[config.mk]
export PLATFORM = sky130hd
export DESIGN_NAME = ssim_top
export DESIGN_NICKNAME = d
export VERILOG_FILES = /design/src/ssim_pkg.sv /design/src/ssim_top.sv
export SDC_FILE = /design/constraint.sdc
export NUM_CORES = 1
export LEC_CHECK = 0
export BUFFER_PORTS_ARGS = -buffer_cell sky130_fd_sc_hd__clkbuf_2
export CAP_MARGIN = 10
export CORE_MARGIN = 1.5
export CORE_UTILIZATION = 55
export CTS_BUF_LIST = sky130_fd_sc_hd__clkbuf_4 sky130_fd_sc_hd__clkbuf_8
export CTS_CLUSTER_SIZE = 8
export DETAILED_ROUTE_END_ITERATION = 16
export GPL_ROUTABILITY_DRIVEN = 1
export PLACE_DENSITY = 0.77
export SYNTH_ARGS = -nofsm -noshare
export SYNTH_HDL_FRONTEND = slang
export SYNTH_SLANG_ARGS = --single-unit
[constraint.sdc]
create_clock -name sys_clk -period 2.6 [get_ports sys_clk]
set_input_delay 0.26 -clock sys_clk [delete_from_list [all_inputs] [get_ports sys_clk]]
set_output_delay 0.26 -clock sys_clk [all_outputs]
set_load 0.01 [all_outputs]
[src/ssim_pkg.sv]
// constants, types and register map of the safe-stop input monitor
package ssim_pkg;

    localparam int CLK_KHZ       = 10000;
    localparam int EVAL_MS       = 10;
    localparam int EVAL_CYC_DEF  = EVAL_MS * CLK_KHZ;
    localparam int PULSE_US      = 500;
    localparam int PULSE_CYC_DEF = (PULSE_US * CLK_KHZ + 999) / 1000;
    localparam int SHUTOFF_MS    = 20;

    localparam logic [7:0] REL_MAX     = 8'hc8;
    localparam logic [7:0] FUNC_MAX    = 8'h40;
    localparam logic [7:0] FUNC_DISCR  = 8'h40;

    localparam logic [7:0] MODE_OFF    = 8'h00;
    localparam logic [7:0] MODE_SHUT   = 8'h01;
    localparam logic [7:0] MODE_MISM   = 8'h02;
    localparam logic [7:0] MODE_D05    = 8'h05;
    localparam logic [7:0] MODE_D06    = 8'h06;

    localparam logic [7:0] ADR_MODE    = 8'h00;
    localparam logic [7:0] ADR_RELTIME = 8'h04;
    localparam logic [7:0] ADR_OUTFUNC = 8'h08;
    localparam logic [7:0] ADR_STATUS  = 8'h0c;
    localparam logic [7:0] ADR_IRQSTAT = 8'h10;
    localparam logic [7:0] ADR_IRQMASK = 8'h14;
    localparam logic [7:0] ADR_CMD     = 8'h18;

    localparam int CANCEL_BIT  = 8;
    localparam int CMD_CLR_BIT = 0;
    localparam int CMD_KEY_BIT = 1;
    localparam int IRQ_W       = 6;

    localparam logic [7:0]       MODE_RST    = 8'h00;
    localparam logic [7:0]       REL_RST     = 8'h00;
    localparam logic [7:0]       FUNC_RST    = 8'h00;
    localparam logic [IRQ_W-1:0] IRQMASK_RST = 6'h00;

    localparam logic [2:0] IND_NONE = 3'h0;
    localparam logic [2:0] IND_STOP = 3'h1;
    localparam logic [2:0] IND_F01  = 3'h2;
    localparam logic [2:0] IND_F02  = 3'h3;
    localparam logic [2:0] IND_F10  = 3'h4;
    localparam logic [2:0] IND_F20  = 3'h5;

    typedef enum logic [4:0] {
        CLS_CLOSED = 5'h01,
        CLS_FIRST  = 5'h02,
        CLS_SECOND = 5'h04,
        CLS_OPEN   = 5'h08,
        CLS_FAIL   = 5'h10
    } ssim_cls_t;

    typedef enum logic [3:0] {
        TRIP_NONE = 4'h1,
        TRIP_SHUT = 4'h2,
        TRIP_MISM = 4'h4,
        TRIP_INTF = 4'h8
    } ssim_trip_t;

    typedef struct packed {
        logic        cyc;
        logic        stb;
        logic        we;
        logic [7:0]  adr;
        logic [3:0]  sel;
        logic [31:0] dat;
    } ssim_wbreq_t;

endpackage : ssim_pkg

[src/ssim_top.sv]
// safe-stop input monitor: classification, trips, indications, discrepancy output
//
// Contract
// - classify contacts and fault into five states
// - trip and indication per input mode select
// - class changes raise events driving transitions
// - release timeout event only in mode 05
// - discrepancy off during trip or delay
// - discrepancy follows inputs only in 05/06
// - other modes: discrepancy on unless tripped
// - delay keeps discrepancy off despite cancel
// - discrepancy re-evaluated every 10 ms
// - function code 64 routes discrepancy to outputs
// - monitoring active right after reset
// - release time programmable 0.00 to 2.00 s
// - after timeout recover only via both open
// - motor shut off within 20 ms
//
// Chosen here: the register addresses and the Wishbone interface to the registers.
`timescale 1ns/10ps
module ssim_top import ssim_pkg::*; #(
    parameter logic [16:0] EVAL_CYC  = 17'(EVAL_CYC_DEF),
    parameter logic [15:0] PULSE_CYC = 16'(PULSE_CYC_DEF)
) (
    input  wire logic        sys_clk,
    input  wire logic        rst,
    input  wire logic        firstStopInput,
    input  wire logic        secondStopInput,
    input  wire logic        internalFault,
    input  wire ssim_wbreq_t wbReq,
    output logic             wbAck,
    output logic [31:0]      wbDatO,
    output logic             irq,
    output logic             motorEnable,
    output logic             discrepancyOutput,
    output logic             outTerminalA,
    output logic             outTerminalB,
    output logic             alarmRelay,
    output logic [2:0]       indicationCode,
    output ssim_trip_t       tripCode
);

    logic [2:0]       syncA_q;
    logic [2:0]       syncB_q;
    logic [1:0]       flt;
    ssim_cls_t        cls;
    ssim_cls_t        clsPrev_q;
    ssim_trip_t       trip_q;
    ssim_trip_t       tripSet;
    logic [7:0]       mode_q;
    logic             cancelSel_q;
    logic [7:0]       relTime_q;
    logic [7:0]       funcA_q;
    logic [7:0]       funcB_q;
    logic [7:0]       funcAl_q;
    logic [IRQ_W-1:0] irqStat_q;
    logic [IRQ_W-1:0] irqMask_q;
    logic [IRQ_W-1:0] irqEv;
    logic             ack_q;
    logic [31:0]      datO_q;
    logic [16:0]      tickCnt_q;
    logic [7:0]       relCnt_q;
    logic             fromOpen_q;
    logic             delay_q;
    logic [2:0]       delCode_q;
    logic             lockout_q;
    logic             hide_q;
    logic [2:0]       indPrev_q;
    logic [2:0]       indOut_q;
    logic             discr_q;
    logic             motor_q;
    logic             outA_q;
    logic             outB_q;
    logic             outAl_q;
    logic             irq_q;

    // pins pass two flops; stage one feeds only stage two
    always_ff @(posedge sys_clk) begin
        if (rst) begin
            syncA_q <= 3'h0;
            syncB_q <= 3'h0;
        end else begin
            syncA_q <= {internalFault, secondStopInput, firstStopInput};
            syncB_q <= syncA_q;
        end
    end

    // off-pulses up to the test width are ignored; adds PULSE_CYC + 1 cycles (500.1 us), well inside the shut-off budget
    genvar g;
    generate
        for (g = 0; g < 2; g++) begin : g_filt
            logic        f_q;
            logic [15:0] c_q;
            always_ff @(posedge sys_clk) begin
                if (rst) begin
                    f_q <= 1'b0;
                    c_q <= 16'h0000;
                end else if (syncB_q[g] == f_q) begin
                    c_q <= 16'h0000;
                end else if (c_q == PULSE_CYC) begin
                    f_q <= syncB_q[g];
                    c_q <= 16'h0000;
                end else begin
                    c_q <= c_q + 16'h0001;
                end
            end
            assign flt[g] = f_q;
        end
    endgenerate

    // contact closed reads as 1
    assign cls = syncB_q[2]      ? CLS_FAIL :
                 (flt == 2'b11)  ? CLS_CLOSED :
                 (flt == 2'b10)  ? CLS_FIRST :
                 (flt == 2'b01)  ? CLS_SECOND : CLS_OPEN;

    wire mismatch  = (cls == CLS_FIRST) || (cls == CLS_SECOND);
    wire modeDelay = (mode_q == MODE_D05) || (mode_q == MODE_D06);
    wire modeStop  = (mode_q >= MODE_MISM) && (mode_q <= MODE_D06);
    wire tick      = (tickCnt_q == EVAL_CYC - 17'h00001);
    wire tripped   = (trip_q != TRIP_NONE);

    // bus decode
    wire       wbReqOn = wbReq.cyc && wbReq.stb && !ack_q;
    // writes land on the edge at which the master sees ack, while the request still stands
    wire       wbWr    = wbReq.cyc && wbReq.stb && wbReq.we && ack_q;
    wire       wrMode  = wbWr && (wbReq.adr == ADR_MODE);
    wire       wrRel   = wbWr && (wbReq.adr == ADR_RELTIME) && wbReq.sel[0];
    wire       wrFunc  = wbWr && (wbReq.adr == ADR_OUTFUNC);
    wire       wrStat  = wbWr && (wbReq.adr == ADR_IRQSTAT) && wbReq.sel[0];
    wire       wrMask  = wbWr && (wbReq.adr == ADR_IRQMASK) && wbReq.sel[0];
    wire       wrCmd   = wbWr && (wbReq.adr == ADR_CMD) && wbReq.sel[0];
    wire       tripClr = wrCmd && wbReq.dat[CMD_CLR_BIT];
    wire       keyHit  = wrCmd && wbReq.dat[CMD_KEY_BIT];
    wire [7:0] wB0     = wbReq.dat[7:0];
    wire [7:0] wB1     = wbReq.dat[15:8];
    wire [7:0] wB2     = wbReq.dat[23:16];

    // release timing in mode 05 while coming back from stop
    wire relWatch = (mode_q == MODE_D05) && fromOpen_q && mismatch && !lockout_q;
    wire timeout  = relWatch && tick && (relCnt_q >= relTime_q);

    // delay codes: which contact lags, and in which direction
    wire delayNow = modeDelay && mismatch && (!fromOpen_q || (mode_q == MODE_D06) || timeout);
    wire [2:0] delSel = (cls == CLS_FIRST) ? (fromOpen_q ? IND_F01 : IND_F20) :
                                             (fromOpen_q ? IND_F02 : IND_F10);
    wire delayClr = (cls == CLS_OPEN) || ((cls == CLS_CLOSED) && !lockout_q);

    assign tripSet = (cls == CLS_FAIL) ? TRIP_INTF :
                     ((mode_q == MODE_SHUT) && (cls != CLS_CLOSED)) ? TRIP_SHUT :
                     ((mode_q == MODE_MISM) && mismatch) ? TRIP_MISM : TRIP_NONE;

    wire [2:0] indNow = delay_q ? delCode_q :
                        (modeStop && (cls == CLS_OPEN)) ? IND_STOP : IND_NONE;

    wire discrNext = tripped ? 1'b0 :
                     modeDelay ? (!delay_q && !mismatch && (cls != CLS_FAIL)) : 1'b1;

    wire clsChg = (cls != clsPrev_q);
    assign irqEv = {(trip_q == TRIP_NONE) && (tripSet != TRIP_NONE),
                    timeout,
                    clsChg && (cls == CLS_OPEN),
                    clsChg && (cls == CLS_FAIL),
                    clsChg && mismatch && !((clsPrev_q == CLS_FIRST) || (clsPrev_q == CLS_SECOND)),
                    clsChg && (cls == CLS_CLOSED)};

    wire [31:0] rdStatus = {17'h00000, motor_q, lockout_q, discr_q, indOut_q, trip_q, cls};
    wire [31:0] rdData   = (wbReq.adr == ADR_MODE)    ? {23'h000000, cancelSel_q, mode_q} :
                           (wbReq.adr == ADR_RELTIME) ? {24'h000000, relTime_q} :
                           (wbReq.adr == ADR_OUTFUNC) ? {8'h00, funcAl_q, funcB_q, funcA_q} :
                           (wbReq.adr == ADR_STATUS)  ? rdStatus :
                           (wbReq.adr == ADR_IRQSTAT) ? {26'h0000000, irqStat_q} :
                           (wbReq.adr == ADR_IRQMASK) ? {26'h0000000, irqMask_q} : 32'h00000000;

    // wishbone slave: one wait state, unmapped reads zero
    always_ff @(posedge sys_clk) begin
        if (rst) begin
            ack_q  <= 1'b0;
            datO_q <= 32'h00000000;
        end else begin
            ack_q  <= wbReqOn;
            datO_q <= wbReqOn ? rdData : 32'h00000000;
        end
    end

    // configuration; out-of-range values are refused and the old value kept
    always_ff @(posedge sys_clk) begin
        if (rst) begin
            mode_q      <= MODE_RST;
            cancelSel_q <= 1'b0;
            relTime_q   <= REL_RST;
            funcA_q     <= FUNC_RST;
            funcB_q     <= FUNC_RST;
            funcAl_q    <= FUNC_RST;
            irqMask_q   <= IRQMASK_RST;
        end else begin
            if (wrMode && wbReq.sel[0] && (wB0 <= MODE_D06))
                mode_q <= wB0;
            if (wrMode && wbReq.sel[1])
                cancelSel_q <= wbReq.dat[CANCEL_BIT];
            if (wrRel && (wB0 <= REL_MAX))
                relTime_q <= wB0;
            if (wrFunc && wbReq.sel[0] && (wB0 <= FUNC_MAX))
                funcA_q <= wB0;
            if (wrFunc && wbReq.sel[1] && (wB1 <= FUNC_MAX))
                funcB_q <= wB1;
            if (wrFunc && wbReq.sel[2] && (wB2 <= FUNC_MAX))
                funcAl_q <= wB2;
            if (wrMask)
                irqMask_q <= wB0[IRQ_W-1:0];
        end
    end

    // sticky events; a new event beats a write-one-to-clear in the same cycle
    always_ff @(posedge sys_clk) begin
        if (rst) begin
            irqStat_q <= '0;
            irq_q     <= 1'b0;
        end else begin
            irqStat_q <= (irqStat_q & ~(wrStat ? wB0[IRQ_W-1:0] : 6'h00)) | irqEv;
            irq_q     <= |(irqStat_q & irqMask_q);
        end
    end

    // trips; the internal-failure trip is left only through rst (power-up)
    always_ff @(posedge sys_clk) begin
        if (rst) begin
            trip_q <= TRIP_NONE;
        end else if (trip_q != TRIP_INTF) begin
            if (tripSet == TRIP_INTF)
                trip_q <= TRIP_INTF;
            else if ((trip_q == TRIP_NONE) || tripClr)
                trip_q <= tripSet;
        end
    end

    // sequence state for the delay modes
    always_ff @(posedge sys_clk) begin
        if (rst) begin
            clsPrev_q  <= CLS_OPEN;
            fromOpen_q <= 1'b1;
            relCnt_q   <= 8'h00;
            lockout_q  <= 1'b0;
            delay_q    <= 1'b0;
            delCode_q  <= IND_NONE;
            tickCnt_q  <= 17'h00000;
        end else begin
            clsPrev_q <= cls;
            tickCnt_q <= tick ? 17'h00000 : tickCnt_q + 17'h00001;
            if (cls == CLS_OPEN)
                fromOpen_q <= 1'b1;
            else if (cls == CLS_CLOSED)
                fromOpen_q <= 1'b0;
            if (!relWatch)
                relCnt_q <= 8'h00;
            else if (tick && (relCnt_q != REL_MAX))
                relCnt_q <= relCnt_q + 8'h01;
            if (timeout)
                lockout_q <= 1'b1;
            else if (cls == CLS_OPEN)
                lockout_q <= 1'b0;
            if (delayNow && !delay_q) begin
                delay_q   <= 1'b1;
                delCode_q <= delSel;
            end else if (delayClr && !delayNow) begin
                delay_q   <= 1'b0;
                delCode_q <= IND_NONE;
            end
        end
    end

    // panel cancel hides the indication only; a changed indication shows again
    always_ff @(posedge sys_clk) begin
        if (rst) begin
            hide_q    <= 1'b0;
            indPrev_q <= IND_NONE;
            indOut_q  <= IND_NONE;
        end else begin
            indPrev_q <= indNow;
            if (indNow != indPrev_q)
                hide_q <= 1'b0;
            else if (keyHit && cancelSel_q && (indNow != IND_NONE))
                hide_q <= 1'b1;
            indOut_q <= (hide_q && (indNow == indPrev_q)) ? IND_NONE : indNow;
        end
    end

    // outputs; motor gating runs from reset on, no enable needed
    always_ff @(posedge sys_clk) begin
        if (rst) begin
            discr_q <= 1'b0;
            motor_q <= 1'b0;
            outA_q  <= 1'b0;
            outB_q  <= 1'b0;
            outAl_q <= 1'b0;
        end else begin
            if (tick)
                discr_q <= discrNext;
            motor_q <= (cls == CLS_CLOSED) && !tripped && !lockout_q;
            outA_q  <= (funcA_q == FUNC_DISCR) && discr_q;
            outB_q  <= (funcB_q == FUNC_DISCR) && discr_q;
            outAl_q <= (funcAl_q == FUNC_DISCR) && discr_q;
        end
    end

    assign wbAck             = ack_q;
    assign wbDatO            = datO_q;
    assign irq               = irq_q;
    assign motorEnable       = motor_q;
    assign discrepancyOutput = discr_q;
    assign outTerminalA      = outA_q;
    assign outTerminalB      = outB_q;
    assign alarmRelay        = outAl_q;
    assign indicationCode    = indOut_q;
    assign tripCode          = trip_q;

endmodule : ssim_top

# Word level (Yosys, flattened, before mapping)
# Cells that the tools add are included.
[totals]
register_bits = 179
latchBits = 0
ramBits = 0
mem_bits_ro = 0
inputBits = 52
out_inout_bits = 46
n_memories = 0
[classes]
n_addsub = 4
n_mul = 0
div_mod_pow = 0
magnitude_cmp = 8
n_eq_ne = 39
n_shift = 0
muxes = 29
bitwise = 8
n_reduce_logical = 91
[ops]
columns = ["op", "n"]
rows = [
  ["$logic_and A1 B1 Y1", 57],
  ["$add A16 B1 Y16 const B", 2],
  ["$eq A16 B13 Y1 const B", 2],
  ["$eq A8 B3 Y1 const B", 3],
  ["$eq A8 B5 Y1 const B", 3],
  ["$eq A8 B7 Y1 const B", 3],
  ["$le A8 B7 Y1 const B", 3],
  ["$mux W24", 1],
  ["$mux W3", 8],
  ["$mux W4", 6],
  ["$mux W6", 3],
  ["$mux W9", 2],
  ["$add A17 B1 Y17 const B", 1],
  ["$eq A17 B17 Y1 const B", 1],
  ["$eq A8 B4 Y1 const B", 2],
  ["$le A8 B3 Y1 const B", 2],
  ["$mux W15", 1],
  ["$and A6 B6 Y6", 2],
  ["$reduce_or A2 Y1", 6],
  ["$eq A5 B2 Y1 const B", 2],
  ["$eq A5 B3 Y1 const B", 2],
  ["$add A8 B1 Y8 const B", 1],
  ["$eq A8 B1 Y1 const B", 1],
  ["$eq A8 B2 Y1 const B", 1],
  ["other kinds (34)", 64],
]

# Logic depth before layout (Yosys ltp)
[logic_depth]
depth_word = 17
ltp_mapped = 8
mapped_depth_nobuf = 8

# Worst setup path after synthesis
# OpenSTA, ideal clock, no wires.
[synth_timing]
kind = "reg-to-reg"
from = "reg mode_q[3]"
to = "reg delCode_q[1]"
setup_ns = 0.117
arrival_time_ns = 1.917
path_slack_ns = 0.567
stages_incl_launch_ff = 7
path_buffers = 0
synth_period_minus_slack_ns = 2.033
path_cell_list = "dfxtp_1 > or4_4 > nor3b_1 > and3_1 > a31oi_1 > o221a_2 > a22o_1"
[synth_via]
elab_chain_cells = 11
word_cells_on_any_way = 17
cone_classes = "2 x eq/ne; 1 x mux; 14 x reduce/logical"
[synth_rtl]
columns = ["element", "line", "rtl"]
rows = [
  ["from (decl)", "ssim_top.sv:50", "logic [7:0] mode_q;"],
  ["from (signal assigned)", "ssim_top.sv:198", "mode_q <= wB0;"],
  ["$eq A8 B3 Y1", "ssim_top.sv:118, ssim_top.sv:140", ""],
  ["$logic_and A1 B1 Y1 (3 in a row)", "ssim_top.sv:140", "wire relWatch = (mode_q == MODE_D05) && fromOpen_q && mismatch && !lockout_q;"],
  ["$logic_and A1 B1 Y1 (2 in a row)", "ssim_top.sv:141", "wire timeout = relWatch && tick && (relCnt_q >= relTime_q);"],
  ["$logic_or A1 B1 Y1", "ssim_top.sv:144", "wire delayNow = modeDelay && mismatch && (!fromOpen_q || (mode_q == MODE_D06) || timeout);"],
  ["$logic_and A1 B1 Y1 *", "ssim_top.sv:144", ""],
  ["$logic_not A1 Y1", "ssim_top.sv:265", "end else if (delayClr && !delayNow) begin"],
  ["$logic_and A1 B1 Y1", "ssim_top.sv:265", ""],
  ["$reduce_bool A2 Y1 (no line)", "n/a", ""],
  ["to (signal assigned)", "ssim_top.sv:264", "delCode_q <= delSel;"],
  ["to (decl)", "ssim_top.sv:65", "logic [2:0] delCode_q;"],
]
# Mark *: on every way between the ends. The rest lies on a longest branch, timed or not.
# A chain may end at the register's enable or synchronous reset.

# Final worst setup path
[layout_timing]
from = "reg mode_q[3]"
to = "reg delCode_q[0]"
# The elaborated chain is that of the path after synthesis.

==> metrics <==
# hold bufs at CTS=0; Final Hold Vio Count=0; Placeable Area=around 13,000 sq um; WP data required=2.96 ns; Layout Nets=944; most frequent cells in the layout=dfxtp_1, nor2_1, clkbuf_2; vias in the first global route=6,006; average wire per standard cell=16.8 um; Slew HR=0.541; RSZ-0062 raised after global routing=false; Worst Max-Slew Pin Slew=0.683 ns; CTS tree=done; clock skew=0.0113 ns; Post-synth ARST share=0; CP Class=reg2reg; worst skew pair latency=about 0.47 ns; Hold Path Cell Cnt=2; first-pass GRT wire length=28,700 um; Worst Setup Start Kind=flop; Cell variety after synth=63; main combinational cell family by area after synthesis=simple AND/OR/NAND/NOR gates; Synth Area in Compound Gates=0.0874; Die W=118 um; total die area=14,000 sq um; setup violators final=0; leakage power=3.41 nW; post-synthesis xor/xnor area fraction=0.0681; Setup WS post-layout=~0.31 ns; sequential-to-total area share from yosys stat=0.467; Post-synth EDFFs=0; DRT antenna net count=0; run status=complete, no violations; Fin Setup TNS=0 ns; DR iter-0 viols=497; worst-case vdd ir drop=0.285 mV; arrival time worst endpoint=2.65 ns; Reg2Reg Depth=6; largest net degree at the start of global routing=33; post-synthesis mux area share=0.0646; Syn Inst Count=795; critical path peak fanout=3; YS warnings=0; Post-Synth Adder-Cell Area=0.0290; IO Count=just under 100; Max Clk Rate=0.437 GHz; DPL Wire Length=12,800 um; top_reg_cell synth=dfxtp_1; simple-gate area share of the yosys netlist=0.246; Yosys reg bits=171; Num Clock Sinks=171; layout cells sized above 1=0.157; drt pass-1 iters=5; number of inserted diodes=0; global route overflow=0; via density per instance=5.81; cells resized by post-CTS repair=0; starting density of the core=0.571; most common cell after layout, fill and taps aside=dfxtp_1; clock slew seen by the registers of the worst setup and hold paths=0.09 ns; CP Capture Type=flop; number of setup buffers added after CTS=0; crit path time final=2.29 ns; cts bufs inserted=17; H-tree depth=4; DIE HEIGHT=approximately 120 um; Mean Syn Cell Area=a little over 9 sq um; area grow syn2layout=13.4%; Tcrit/Tclk final=0.880; pre-CTS setup slack=0.322 ns; vias=6,151; Core Rows=41; initial antenna violation count=0; GR Util All Layers=0.256; max cap viols=0; Clock Tree Buf Depth=2; Slew Viols, Final=0; Port-buffer cells=80; Syn Std Cell Area=~7300 sq um; Detailed Route WL=17,800 um; GPL Wtd Cong=0.898; Hold WC Path Type=in2reg; power per cell area=slightly below 600 nW/um^2; # DRC=0; CTS root buf=clkbuf_8
sequential cells by signal, summed over array words and instances, names as in the netlist, 4 cells and up:
register and flops:
g_filt.c_q 32, wbDatO 24, tickCnt_q 17, funcA_q 8, funcAl_q 8, funcB_q 8
mode_q 8, relCnt_q 8, relTime_q 8, irqMask_q 6, irqStat_q 6, clsPrev_q 5
tripCode 4
cells in the mapped netlist, drive strengths merged, types with 2 or more instances:
library cell  number  share of area
nand4b             4         0.0048
and3              23          0.020
or3                7         0.0060
o21ai             10         0.0068
and3b              2         0.0024
a31oi              9         0.0077
xor2              37          0.044
o41ai              2         0.0050
a22oi             10          0.010
nand3b             2         0.0020
dfxtp            171           0.47
and2              17          0.015
nor2             123          0.063
xnor2             20          0.024
o31ai              4         0.0041
mux2i             45          0.061
a22o              13          0.016
a32oi              2         0.0024
a222oi             4         0.0055
mux2               2         0.0031
nor4b             10          0.012
nor2b             14          0.013
or2                2         0.0021
nand4             14          0.012
and4               6         0.0072
nor3b              4         0.0041
ha                17          0.029
a32o               3         0.0041
nand3             31          0.021
a21oi             19          0.013
clkbuf            25          0.013
buf               16          0.013
nor4               9         0.0077
nand2b             3         0.0026
nor3              17          0.013
inv               22          0.011
or4                5         0.0056
nand2             56          0.029
where the power goes:
part	internal [W]	total (W)	switching (W)
Sequential	0.00263	0.00265	0.0000159
Clock	0.00102	0.00197	0.000944
Combinational	0.0000646	0.000176	0.000111
Total	0.00372	0.00479	0.00107
per-stage QoR:
stage	std cells	utilization	cell area [sq um]	power (W)	hold WS, ns
finish	1059	0.648	8310	0.00479	0.0424
detailed placement	1027	0.615	7880	0.00288	0.433
global route	1059	0.648	8310	0.00496	0.0168
CTS	1058	0.647	8300	0.00481	0.00160
global placement	1027	0.615	7880	0.00288	0.430
floorplan	802	-	7350	0.00280	0.388
worst max-delay path, cell delays in order (launching register included):
cell and delay, ns:
dfxtp_1 0.33, or4_4 0.54, nor3b_1 0.35, and3_1 0.26, a31oi_1 0.15, o221a_2 0.31
a22o_1 0.23
kinds of logic (layout without fill, tap and decap cells):
group,count (synthesis),after routing
adders and majority gates,17,17
xor gates and xnor gates,57,57
other,1,8
buffers and inverters,63,148
and+or+nand+nor,352,352
DFF,171,171
AOI/OAI and AO/OA,87,87
muxes,47,47
cell type report:
cell class                      count  area, sq um
Tap cell                          172          215
Multi-Input combinational cell    568         3660
Sequential cell                   171         3420
Inverter                           22         82.6
Clock inverter                     10          140
Fill cell                        1039         4520
Clock buffer                       21          277
Timing Repair Buffer               95          515
final timing paths:
kind,from,to,slack (ns)
max reg2reg,mode_q[3],delCode_q[0],0.31
max,mode_q[3],delCode_q[0],0.31
min reg2reg,syncA_q[1],syncB_q[1],0.45
min,internalFault,syncA_q[2],0.04
metal layers:
layer  up-vias  routed length (um)  global-route usage
met1      2967                7750               0.311
li1       2924                   -                   -
met3        45                 874              0.0603
met5         -                   0                   0
met2       215                8700               0.436
met4         0                 464               0.108
(Power assumes the default switching activity.)
